`src/rtl/ldr_pkg.sv`:
```
// Notes on behaviour
// - Status bit 5 reads 1 when reference input 2 feeds loop one.
// - Status bits 4 and 3 flag reference input 1 or 0 selected for loop one.
// - Status bits 1 and 0 follow signal loss on reference input 1 and 0.
// - Tuning DAC bits 9:8 read at input_select_los_status bits 7:6, bits 7:0 at tuning_dac_low_readback.
// - Tuning DAC readback is 512 after reset; changes only once loop one locks.
// - Register holdover_state_readback bit 4 reads 1 while in holdover.
// - A nonzero write-protect key blocks every write except to 0x555.
// - The write-protect key never reads back its contents.
// - Lock event only after lock-count in-window phase detector cycles.
// - An out-of-window cycle clears the lock cycle counter to zero.
// - A lock event raises that loop's digital lock indicator.
// - With exit mode 1, holdover ends on the holdover-exit lock event.
// - Each loop has own window and count; holdover exit uses loop-one window.
package ldr_pkg;
  localparam int ADDR_W = 15;
  localparam int WND_W = 8;
  localparam int CNT_W = 14;
  localparam int DAC_W = 10;

  localparam logic [ADDR_W-1:0] ADDR_IN_STATUS = 15'h0184;
  localparam logic [ADDR_W-1:0] ADDR_DAC_LOW = 15'h0185;
  localparam logic [ADDR_W-1:0] ADDR_HOLDOVER = 15'h0188;
  localparam logic [ADDR_W-1:0] ADDR_WP_KEY = 15'h0555;

  localparam int BIT_IN2_SEL = 5;
  localparam int BIT_IN1_SEL = 4;
  localparam int BIT_IN0_SEL = 3;
  localparam int BIT_IN1_LOS = 1;
  localparam int BIT_IN0_LOS = 0;
  localparam int BIT_HOLDOVER = 4;

  localparam logic [DAC_W-1:0] DAC_RESET = 10'h200;
  localparam logic [7:0] WP_KEY_RESET = 8'h00;
  localparam logic [7:0] RDATA_RESET = 8'h00;

  localparam logic [1:0] SEL_IN0 = 2'h0;
  localparam logic [1:0] SEL_IN1 = 2'h1;
  localparam logic [1:0] SEL_IN2 = 2'h2;
endpackage

```
`src/rtl/ldr_lock_window.sv`:
```
`timescale 1ns/10ps
module ldr_lock_window
(
  input wire logic clk_sys,
  input wire logic rst_n,
  input wire logic ref_lvl,
  input wire logic fb_lvl,
  input wire logic [ldr_pkg::WND_W-1:0] window_size,
  input wire logic [ldr_pkg::CNT_W-1:0] lock_count,
  output logic lock_ff,
  output logic event_ff
);
  logic ref_q_ff;
  logic fb_q_ff;
  logic armed_ff;
  logic [ldr_pkg::WND_W:0] timer_ff;
  logic [ldr_pkg::CNT_W-1:0] count_ff;
  logic ref_rise;
  logic fb_rise;
  logic good;
  logic miss;
  logic reached;

  assign ref_rise = ref_lvl & ~ref_q_ff;
  assign fb_rise = fb_lvl & ~fb_q_ff;
  // A pair closes on the next rising edge of either divider output
  assign good = (ref_rise & fb_rise & ~armed_ff) | (armed_ff & (ref_rise | fb_rise)
    & (timer_ff <= {1'b0, window_size}));
  assign miss = (armed_ff & (ref_rise | fb_rise) & (timer_ff > {1'b0, window_size}))
    | (armed_ff & ~ref_rise & ~fb_rise & (timer_ff > {1'b0, window_size}));
  assign reached = (count_ff + ldr_pkg::CNT_W'(1)) >= lock_count;

  always_ff @(posedge clk_sys)
  begin
    if (!rst_n)
    begin
      ref_q_ff <= 1'b0;
      fb_q_ff <= 1'b0;
    end
    else
    begin
      ref_q_ff <= ref_lvl;
      fb_q_ff <= fb_lvl;
    end
  end

  always_ff @(posedge clk_sys)
  begin
    if (!rst_n)
    begin
      armed_ff <= 1'b0;
      timer_ff <= '0;
    end
    else if (good || miss)
      armed_ff <= 1'b0;
    else if (!armed_ff && (ref_rise || fb_rise))
    begin
      armed_ff <= 1'b1;
      timer_ff <= '0;
    end
    else if (armed_ff)
      timer_ff <= timer_ff + (ldr_pkg::WND_W+1)'(1);
  end

  always_ff @(posedge clk_sys)
  begin
    if (!rst_n)
      count_ff <= '0;
    else if (miss)
      count_ff <= '0;
    else if (good && !reached)
      count_ff <= count_ff + ldr_pkg::CNT_W'(1);
  end

  always_ff @(posedge clk_sys)
  begin
    if (!rst_n)
    begin
      lock_ff <= 1'b0;
      event_ff <= 1'b0;
    end
    else
    begin
      event_ff <= good && reached && !lock_ff;
      if (miss)
        lock_ff <= 1'b0;
      else if (good && reached)
        lock_ff <= 1'b1;
    end
  end

  a_miss_clears: assert property (@(posedge clk_sys) disable iff (!rst_n)
    miss |=> count_ff == '0 && !lock_ff)
    else $error("lock counter not cleared after window miss");
  a_lock_after_count: assert property (@(posedge clk_sys) disable iff (!rst_n)
    $rose(lock_ff) |-> $past(good) && $past(count_ff) + ldr_pkg::CNT_W'(1) >= $past(lock_count))
    else $error("lock raised before lock count reached");
  a_event_raises: assert property (@(posedge clk_sys) disable iff (!rst_n)
    event_ff |-> lock_ff && !$past(lock_ff))
    else $error("lock event without indicator rising");
  c_lock_event: cover property (@(posedge clk_sys) disable iff (!rst_n) event_ff);
endmodule

```
`src/rtl/ldr_top.sv`:
```
`timescale 1ns/10ps
module ldr_top
(
  input wire logic clk_sys,
  input wire logic rst_n,
  input wire logic reg_wr,
  input wire logic reg_rd,
  input wire logic [ldr_pkg::ADDR_W-1:0] reg_addr,
  input wire logic [7:0] reg_wdata,
  output logic [7:0] reg_rdata_ff,
  output logic reg_rvalid_ff,
  output logic fwd_wr_ff,
  output logic [ldr_pkg::ADDR_W-1:0] fwd_addr_ff,
  output logic [7:0] fwd_wdata_ff,
  output logic wr_blocked_ff,
  input wire logic loop1_ref_divider_out,
  input wire logic loop1_feedback_divider_out,
  input wire logic loop2_ref_divider_out,
  input wire logic loop2_feedback_divider_out,
  input wire logic input0_signal_loss_detect,
  input wire logic input1_signal_loss_detect,
  input wire logic [1:0] input_select,
  input wire logic [ldr_pkg::DAC_W-1:0] tuning_dac_value,
  input wire logic [ldr_pkg::WND_W-1:0] loop1_window_size,
  input wire logic [ldr_pkg::WND_W-1:0] loop2_window_size,
  input wire logic [ldr_pkg::CNT_W-1:0] loop1_lock_count,
  input wire logic [ldr_pkg::CNT_W-1:0] loop2_lock_count,
  input wire logic [ldr_pkg::CNT_W-1:0] holdover_exit_count,
  input wire logic holdover_exit_mode,
  input wire logic holdover_enter,
  output logic loop1_digital_lock_indicator_ff,
  output logic loop2_digital_lock_indicator_ff,
  output logic holdover_active_flag_ff
);
  // Divider outputs and loss detectors come from other clock domains
  logic [5:0] sync1_ff;
  logic [5:0] sync2_ff;
  logic [7:0] wp_key_ff;
  logic [ldr_pkg::DAC_W-1:0] dac_ff;
  logic dac_live_ff;
  logic loop1_event;
  logic loop2_event;
  logic hx_event;
  logic wr_locked;
  logic wr_status;
  logic [7:0] status_byte;

  always_ff @(posedge clk_sys)
  begin
    if (!rst_n)
    begin
      sync1_ff <= '0;
      sync2_ff <= '0;
    end
    else
    begin
      sync1_ff <= {input1_signal_loss_detect, input0_signal_loss_detect, loop2_feedback_divider_out,
        loop2_ref_divider_out, loop1_feedback_divider_out, loop1_ref_divider_out};
      sync2_ff <= sync1_ff;
    end
  end

  // Each event uses its own count; the holdover exit shares loop one's window
  ldr_lock_window u_loop1
  (
    .clk_sys(clk_sys),
    .rst_n(rst_n),
    .ref_lvl(sync2_ff[0]),
    .fb_lvl(sync2_ff[1]),
    .window_size(loop1_window_size),
    .lock_count(loop1_lock_count),
    .lock_ff(loop1_digital_lock_indicator_ff),
    .event_ff(loop1_event)
  );

  ldr_lock_window u_loop2
  (
    .clk_sys(clk_sys),
    .rst_n(rst_n),
    .ref_lvl(sync2_ff[2]),
    .fb_lvl(sync2_ff[3]),
    .window_size(loop2_window_size),
    .lock_count(loop2_lock_count),
    .lock_ff(loop2_digital_lock_indicator_ff),
    .event_ff(loop2_event)
  );

  ldr_lock_window u_hold_exit
  (
    .clk_sys(clk_sys),
    .rst_n(rst_n),
    .ref_lvl(sync2_ff[0]),
    .fb_lvl(sync2_ff[1]),
    .window_size(loop1_window_size),
    .lock_count(holdover_exit_count),
    .lock_ff(),
    .event_ff(hx_event)
  );

  always_ff @(posedge clk_sys)
  begin
    if (!rst_n)
      holdover_active_flag_ff <= 1'b0;
    else if (holdover_enter)
      holdover_active_flag_ff <= 1'b1;
    else if (hx_event && holdover_exit_mode)
      holdover_active_flag_ff <= 1'b0;
  end

  // DAC stays at midscale until loop one has locked once
  always_ff @(posedge clk_sys)
  begin
    if (!rst_n)
    begin
      dac_live_ff <= 1'b0;
      dac_ff <= ldr_pkg::DAC_RESET;
    end
    else
    begin
      if (loop1_event)
        dac_live_ff <= 1'b1;
      if (dac_live_ff)
        dac_ff <= tuning_dac_value;
    end
  end

  assign wr_locked = wp_key_ff != ldr_pkg::WP_KEY_RESET;
  assign wr_status = reg_addr == ldr_pkg::ADDR_IN_STATUS || reg_addr == ldr_pkg::ADDR_DAC_LOW
    || reg_addr == ldr_pkg::ADDR_HOLDOVER;

  always_ff @(posedge clk_sys)
  begin
    if (!rst_n)
      wp_key_ff <= ldr_pkg::WP_KEY_RESET;
    else if (reg_wr && reg_addr == ldr_pkg::ADDR_WP_KEY)
      wp_key_ff <= reg_wdata;
  end

  // Status and key writes never raise fwd_wr_ff, but fwd_addr_ff and fwd_wdata_ff still load them
  always_ff @(posedge clk_sys)
  begin
    if (!rst_n)
    begin
      fwd_wr_ff <= 1'b0;
      fwd_addr_ff <= '0;
      fwd_wdata_ff <= 8'h00;
      wr_blocked_ff <= 1'b0;
    end
    else
    begin
      fwd_wr_ff <= reg_wr && !wr_locked && !wr_status && reg_addr != ldr_pkg::ADDR_WP_KEY;
      wr_blocked_ff <= reg_wr && wr_locked && reg_addr != ldr_pkg::ADDR_WP_KEY;
      if (reg_wr)
      begin
        fwd_addr_ff <= reg_addr;
        fwd_wdata_ff <= reg_wdata;
      end
    end
  end

  always_comb
  begin
    status_byte = 8'h00;
    status_byte[7:6] = dac_ff[9:8];
    status_byte[ldr_pkg::BIT_IN2_SEL] = input_select == ldr_pkg::SEL_IN2;
    status_byte[ldr_pkg::BIT_IN1_SEL] = input_select == ldr_pkg::SEL_IN1;
    status_byte[ldr_pkg::BIT_IN0_SEL] = input_select == ldr_pkg::SEL_IN0;
    status_byte[ldr_pkg::BIT_IN1_LOS] = sync2_ff[5];
    status_byte[ldr_pkg::BIT_IN0_LOS] = sync2_ff[4];
  end

  always_ff @(posedge clk_sys)
  begin
    if (!rst_n)
    begin
      reg_rdata_ff <= ldr_pkg::RDATA_RESET;
      reg_rvalid_ff <= 1'b0;
    end
    else
    begin
      reg_rvalid_ff <= reg_rd;
      if (!reg_rd)
        reg_rdata_ff <= ldr_pkg::RDATA_RESET;
      else if (reg_addr == ldr_pkg::ADDR_IN_STATUS)
        reg_rdata_ff <= status_byte;
      else if (reg_addr == ldr_pkg::ADDR_DAC_LOW)
        reg_rdata_ff <= dac_ff[7:0];
      else if (reg_addr == ldr_pkg::ADDR_HOLDOVER)
        reg_rdata_ff <= {3'h0, holdover_active_flag_ff, 4'h0};
      else
        reg_rdata_ff <= ldr_pkg::RDATA_RESET; // key and unmapped read zero
    end
  end

  a_in2_select: assert property (@(posedge clk_sys) disable iff (!rst_n)
    reg_rd && reg_addr == ldr_pkg::ADDR_IN_STATUS |=> reg_rdata_ff[5] == ($past(input_select) == 2'h2))
    else $error("input 2 select bit wrong");
  a_in10_select: assert property (@(posedge clk_sys) disable iff (!rst_n)
    reg_rd && reg_addr == ldr_pkg::ADDR_IN_STATUS |=>
    reg_rdata_ff[4:3] == {$past(input_select) == 2'h1, $past(input_select) == 2'h0})
    else $error("input 1/0 select bits wrong");
  a_los_bits: assert property (@(posedge clk_sys) disable iff (!rst_n)
    reg_rd && reg_addr == ldr_pkg::ADDR_IN_STATUS |=> reg_rdata_ff[1:0] == $past(sync2_ff[5:4]))
    else $error("loss bits wrong");
  a_dac_split: assert property (@(posedge clk_sys) disable iff (!rst_n)
    reg_rd && reg_addr == ldr_pkg::ADDR_DAC_LOW |=> reg_rdata_ff == $past(dac_ff[7:0]))
    else $error("dac low byte wrong");
  a_dac_reset: assert property (@(posedge clk_sys)
    !rst_n |=> dac_ff == 10'h200 && !dac_live_ff)
    else $error("dac readback not 512 after reset");
  a_dac_hold: assert property (@(posedge clk_sys) disable iff (!rst_n)
    !dac_live_ff |=> $stable(dac_ff))
    else $error("dac changed before first lock");
  a_holdover_bit: assert property (@(posedge clk_sys) disable iff (!rst_n)
    reg_rd && reg_addr == ldr_pkg::ADDR_HOLDOVER |=> reg_rdata_ff == {3'h0, $past(holdover_active_flag_ff), 4'h0})
    else $error("holdover bit wrong");
  a_write_block: assert property (@(posedge clk_sys) disable iff (!rst_n)
    reg_wr && wp_key_ff != 8'h00 && reg_addr != ldr_pkg::ADDR_WP_KEY |=> !fwd_wr_ff && wr_blocked_ff)
    else $error("write passed while locked");
  a_key_hidden: assert property (@(posedge clk_sys) disable iff (!rst_n)
    reg_rd && reg_addr == ldr_pkg::ADDR_WP_KEY |=> reg_rvalid_ff && reg_rdata_ff == 8'h00)
    else $error("key read back");
  a_holdover_exit: assert property (@(posedge clk_sys) disable iff (!rst_n)
    hx_event && holdover_exit_mode && !holdover_enter |=> !holdover_active_flag_ff)
    else $error("holdover not left on exit event");
  a_status_ro: assert property (@(posedge clk_sys) disable iff (!rst_n)
    reg_wr && wr_status |=> !fwd_wr_ff)
    else $error("status write forwarded");

  c_loop1_lock: cover property (@(posedge clk_sys) disable iff (!rst_n) loop1_event);
  c_loop2_lock: cover property (@(posedge clk_sys) disable iff (!rst_n) loop2_event);
  c_hold_exit: cover property (@(posedge clk_sys) disable iff (!rst_n)
    holdover_active_flag_ff ##1 !holdover_active_flag_ff);
  c_blocked: cover property (@(posedge clk_sys) disable iff (!rst_n) wr_blocked_ff);
endmodule

```
`config.mk`:
```
export PLATFORM = sky130hd
export DESIGN_NAME = ldr_top
export DESIGN_NICKNAME = d
export VERILOG_FILES = /design/src/rtl/ldr_pkg.sv /design/src/rtl/ldr_lock_window.sv /design/src/rtl/ldr_top.sv
export SDC_FILE = /design/constraint.sdc
export NUM_CORES = 1
export LEC_CHECK = 0
export BUFFER_PORTS_ARGS = -buffer_cell sky130_fd_sc_hd__buf_2
export CORE_AREA = 3 3 150 152
export DETAILED_ROUTE_END_ITERATION = 8
export DIE_AREA = 0 0 153 155
export GPL_ROUTABILITY_DRIVEN = 0
export PLACE_DENSITY_LB_ADDON = 0.3
export SLEW_MARGIN = 20
export SYNTH_ARGS = -nofsm -noshare
export SYNTH_HDL_FRONTEND = slang
export SYNTH_HIERARCHICAL = 1
export SYNTH_SLANG_ARGS = --single-unit
export TNS_END_PERCENT = 5
```
`constraint.sdc`:
```
create_clock -name clk_sys -period 3.42 [get_ports clk_sys]
set_input_delay 0.855 -clock clk_sys [delete_from_list [all_inputs] [get_ports clk_sys]]
set_output_delay 0.855 -clock clk_sys [all_outputs]
set_load 0.03 [all_outputs]
```
Yosys cells after proc, flatten, opt, wreduce, memory -nomap -nowiden
Cells that the tools add are included.
{"block": "totals", "regBits": 147, "in_bits": 105}
{"block": "classes", "add_sub_neg": 6, "n_lt_le_gt_ge": 9, "eq_ne": 7, "muxes": 11, "bitwise_logic": 51, "n_reduce_logical": 52}
{"cell": "9-bit two-way mux", "n": 6}
{"cell": "15-bit by 9-bit equality test with 1-bit output (second input constant)", "n": 3}
{"cell": "14-bit by 1-bit adder with 14-bit output (second input constant)", "n": 3}
{"cell": "14-bit >= comparator", "n": 3}
{"cell": "9-bit by 1-bit adder with 9-bit output (second input constant)", "n": 3}
{"cell": "1-bit bitwise AND", "n": 27}
{"cell": "9-bit by 8-bit > comparator with 1-bit output", "n": 3}
{"cell": "9-bit by 8-bit less-or-equal comparator with 1-bit output", "n": 3}
{"cell": "1-bit logical AND", "n": 18}
{"cell": "8-bit two-way mux", "n": 2}
{"cell": "1-bit NOT", "n": 16}
{"cell": "15-bit by 11-bit equality test with 1-bit output (second input constant)", "n": 1}
{"cell": "15-bit by 11-bit != test with 1-bit output (second input constant)", "n": 1}
{"cell": "2-bit OR reduction", "n": 6}
{"cell": "1-bit zero test", "n": 10}
{"cell": "1-bit OR", "n": 8}
{"cell": "2-bit AND reduction", "n": 4}
{"cell": "2-bit nonzero test", "n": 4}
{"cell": "8-bit nonzero test", "n": 1}
{"cell": "1-bit logical OR", "n": 7}
{"cell": "5-bit two-way mux", "n": 1}
{"cell": "3-bit OR reduction", "n": 1}
{"cell": "2-bit by 1-bit equality test with 1-bit output (second input constant)", "n": 1}
{"cell": "2-bit equality test (second input constant)", "n": 1}
{"cell": "2 further kinds", "n": 3}

Logic depth before layout (Yosys ltp)
{"block": "depth", "depth_word": 10, "depth_mapped": 15, "mapped_depth_nobuf": 13}

Cells and area by module
The synthesis kept the hierarchy.
{"module": "ldr_lock_window", "n_inst": 3, "cells_each": 249, "area_per_inst_um2": 1999.4, "seq_area_each_um2": 560.5}
{"module": "ldr_top", "n_inst": 1, "cells_each": 220, "area_per_inst_um2": 2463.6, "seq_area_each_um2": 1321.3}

Worst setup path before layout
No wires, ideal clock.
{"block": "synth_path", "path_kind": "reg2reg", "startpoint": "reg u_hold_exit/count_ff[2] (netlist bit)", "endpoint": "reg u_hold_exit/count_ff[0] (netlist bit)", "setup_time_ns": 0.070, "arrival_ns": 2.856, "path_slack_ns": 0.494, "stages_incl_launch_ff": 15, "n_path_buf": 2, "synth_period_minus_slack_ns": 2.926, "path_cell_list": "dfxtp_1 > nand3_1 > or2_2 > nor2_1 > nand3_1 > xnor2_1 > ha_1 > a21oi_1 > o21ai_0 > nor2_1 > a21oi_1 > clkbuf_1 > clkbuf_1 > o21ai_0 > a21oi_1"}
{"block": "synth_between", "elab_chain_cells": 4}
{"element": "start: declaration", "line_no": "ldr_lock_window.sv:17", "text": "logic [ldr_pkg::CNT_W-1:0] count_ff;"}
{"element": "start signal: assignment", "line_no": "ldr_lock_window.sv:72", "text": "count_ff <= count_ff + ldr_pkg::CNT_W'(1);"}
{"element": "14-bit by 1-bit adder with 14-bit output", "line_no": "ldr_lock_window.sv:31", "text": "assign reached = (count_ff + ldr_pkg::CNT_W'(1)) >= lock_count;"}
{"element": "14-bit >= comparator", "line_no": "ldr_lock_window.sv:31"}
{"element": "1-bit zero test", "line_no": "ldr_lock_window.sv:71", "text": "else if (good && !reached)"}
{"element": "1-bit logical AND", "line_no": "ldr_lock_window.sv:71"}
Every way passes these cells.
A chain may end at the register's enable or synchronous reset.

Worst setup path in the final report
{"block": "layout_path", "startpoint": "reg u_loop2/count_ff[0] (netlist bit)", "endpoint": "reg u_loop2/count_ff[9] (netlist bit)"}
{"block": "layout_between", "elab_chain_cells": 4}
{"element": "start: declaration", "line_no": "ldr_lock_window.sv:17"}
{"element": "start signal: assignment", "line_no": "ldr_lock_window.sv:72"}
{"element": "14-bit by 1-bit adder with 14-bit output (*)", "line_no": "ldr_lock_window.sv:31, ldr_lock_window.sv:72"}
{"element": "14-bit >= comparator", "line_no": "ldr_lock_window.sv:31"}
{"element": "1-bit zero test", "line_no": "ldr_lock_window.sv:71"}
{"element": "1-bit logical AND", "line_no": "ldr_lock_window.sv:71"}
Every way passes the cells marked *; elsewhere a longest branch is shown, timed or not.

==> impl_results.md <==
- Final nets: 1273
- CP startpoint kind: flop
- Clock network power share: 0.469
- Die width: 153 um
- DRC viols: 0
- Avg Vias per Cell: 5.15
- Sink count of the clock tree: 149
- Commonest cells after routing, fill and taps aside: dfxtp_1 (148), buf_2 (141), inv_1 (88), a21oi_1 (88), ha_1 (72)
- Fin area: 10100 um^2
- Fillers: 2054
- Slew @ Worst Pin: 0.684 ns
- Post-cts resize count: 0
- CP dominant cell by count: a21oi_1
- Area occupied by multi-input gates: 4930 um^2
- CTS hold repair buffers: 0
- Type of the worst setup path: reg -> reg
- Tot Pwr: 4030 uW
- Largest net degree at the start of global routing: 36
- Logic pwr share: 0.087
- Worst setup EP type: flop
- Initial DRT Pass Iterations: 4
- Syn-to-layout area delta: 19.3%
- Setup TNS: 0 ns
- Static leakage: 0.00438 uW
- Final Hold Fails: 0
- Psw: 991 uW
- Commonest non-fill, non-tap cell in the layout: dfxtp_1
- Die ar.: 23700 um^2
- Critical Path RT: 3.75 ns
- Max Freq: 315 MHz
- Final ANT Viol Nets: 0
- Number of setup buffers added after CTS: 0
- Final period util: 0.929
- Max_slew headroom: 0.543
- Mapped Area: 8440 um^2
- Clock slew at reported path FFs: 0.06 ns
- Synth Warn #: 6
- Peak supply drop: 0.310 mV
- Placed instance area: 9440 um^2
- Total CTS buffers: 17
- Die Y: 155 um
- Diode count: 0
- DP Wirelength: 13700 um
- Sequential share of power: 0.444
- Initial Utilization: 0.399
- # setup viols final: 0
- Max stage delay on crit path: 0.42 ns
- First-pass GRT wire length: 31000 um
- Core area: 21200 um^2
- Syn Inst Count: 965
- Syn_area_per_cell: 8.74 um^2
- Std-Cell Rows: 53
- Total GRT Usage: 0.154
- CTS max path bufs: 2
- Worst-Skew Late Latency: 0.42 ns
- Initial antenna violation count: 2
- Crit-path cells: ha_1 -> nand3_1 -> nor2_1 -> and2_1 -> nand2_1 -> xnor2_1 -> ha_1 -> o21ai_0 -> a21oi_1 -> nor2_1 -> a21oi_1 -> buf_12 -> or4_1 -> a21oi_1
- Unrepaired setup endpoints after global routing: yes
- Crit Path Max Fanout: 29
- H-Tree Depth: 4
- Max-Cap Viols: 0
- Pwr/cell area: 400 nW/um^2
- IO buf count: 141
- Final Util: 0.476
- Final Skew: 0.0142 ns
- Slew Limit Fails: 0
- Hold Crit Class: reg -> reg
- Vias: 7134
- Net Sw Frac: 0.246
- Iter 0 DRT Violations: 297
- Vias in the first global route: 6600
- Ratio of cells with drive above 1 in the final layout: 0.193
- Final worst path period need: 3.18 ns
- Syn nets: 1142
- Reg area: 2980 um^2
- Io pins: 142
- Post-Route WL: 18800 um
- Total gr overflow: 0
- CTS tree: built
- Status: complete, no violations
- WL/cell: 13.6 um
- Internal: 3040 uW
- Crit path DAT: 3.51 ns
- Clock root cell: clkbuf_16
- Min Hold Slack: 0.421 ns
- Slowest CP cell: dfxtp_1
==> critical path: cells and delay by family (launching register included) <==
family                     cells  cell delay (ns)
AOI/OAI and AO/OA              4             0.49
adders and majority gates      2             0.52
xor gates and xnor gates       1             0.24
and+or+nand+nor                6             1.25
buffers and inverters          1             0.19
DFF                            1             0.42
==> layout make-up <==
| cell class | count | area share |
|---|---|---|
| clock buffer | 19 | 0.0450 |
| timing repair buffer | 155 | 0.0868 |
| inverter | 88 | 0.0328 |
| multi-input combinational | 685 | 0.490 |
| clock inverter | 13 | 0.0147 |
| tap | 275 | 0.0342 |
| sequential | 149 | 0.297 |
==> sequential cells by signal (all words and copies together) (netlist names), 6 cells and up <==
signal                flops
u_hold_exit/timer_ff      9
u_loop2/timer_ff          9
u_loop1/count_ff         14
dac_ff                   10
u_loop1/timer_ff          9
u_hold_exit/count_ff     14
fwd_addr_ff              15
fwd_wdata_ff              8
u_loop2/count_ff         14
wp_key_ff                 8
reg_rdata_ff              8
sync1_ff                  6
sync2_ff                  6
==> layer usage <==
| metal | track usage | wire length [um] | part of all wire |
|---|---|---|---|
| met1 | 0.207 | 9060 | 0.48 |
| met2 | 0.242 | 8370 | 0.45 |
| met3 | 0.0503 | 1160 | 0.062 |
| met4 | 0.0386 | 167 | 0.0089 |
| met5 | 0 | 21 | 0.0011 |
==> power by group through the flow <==
stage               logic (uW)  clock network, uW  registers, uW
global placement           348                  0           1830
floorplan                  182                  0           1860
global route               395               2020           1790
detailed placement         354                  0           1830
finish                     350               1890           1790
CTS                        355               1950           1790
==> per-stage QoR <==
| step | std cells | worst slack, ns |
|---|---|---|
| 2_1_floorplan | 965 | 0.494 |
| 3_3_place_gp | 1352 | 0.281 |
| 3_5_place_dp | 1352 | 0.234 |
| 4_1_cts | 1384 | 0.178 |
| 5_1_grt | 1384 | -0.0136 |
| 6_report | 1384 | 0.242 |
==> path summary, 6_finish.rpt <==
check / from / endpoint / slack (ns) / cells past startpoint
max: u_loop2/count_ff[0]$_SDFFE_PP0P_ / u_loop2/count_ff[9]$_SDFFE_PP0P_ / 0.24 / 14
max reg2reg: u_loop2/count_ff[0]$_SDFFE_PP0P_ / u_loop2/count_ff[9]$_SDFFE_PP0P_ / 0.24 / 14
min: u_hold_exit/lock_ff$_SDFFE_PP0P_ / u_hold_exit/event_ff$_SDFF_PN0_ / 0.42 / 1
min reg2reg: u_hold_exit/lock_ff$_SDFFE_PP0P_ / u_hold_exit/event_ff$_SDFF_PN0_ / 0.42 / 1
Note: power is estimated with default switching activity, not from simulation.
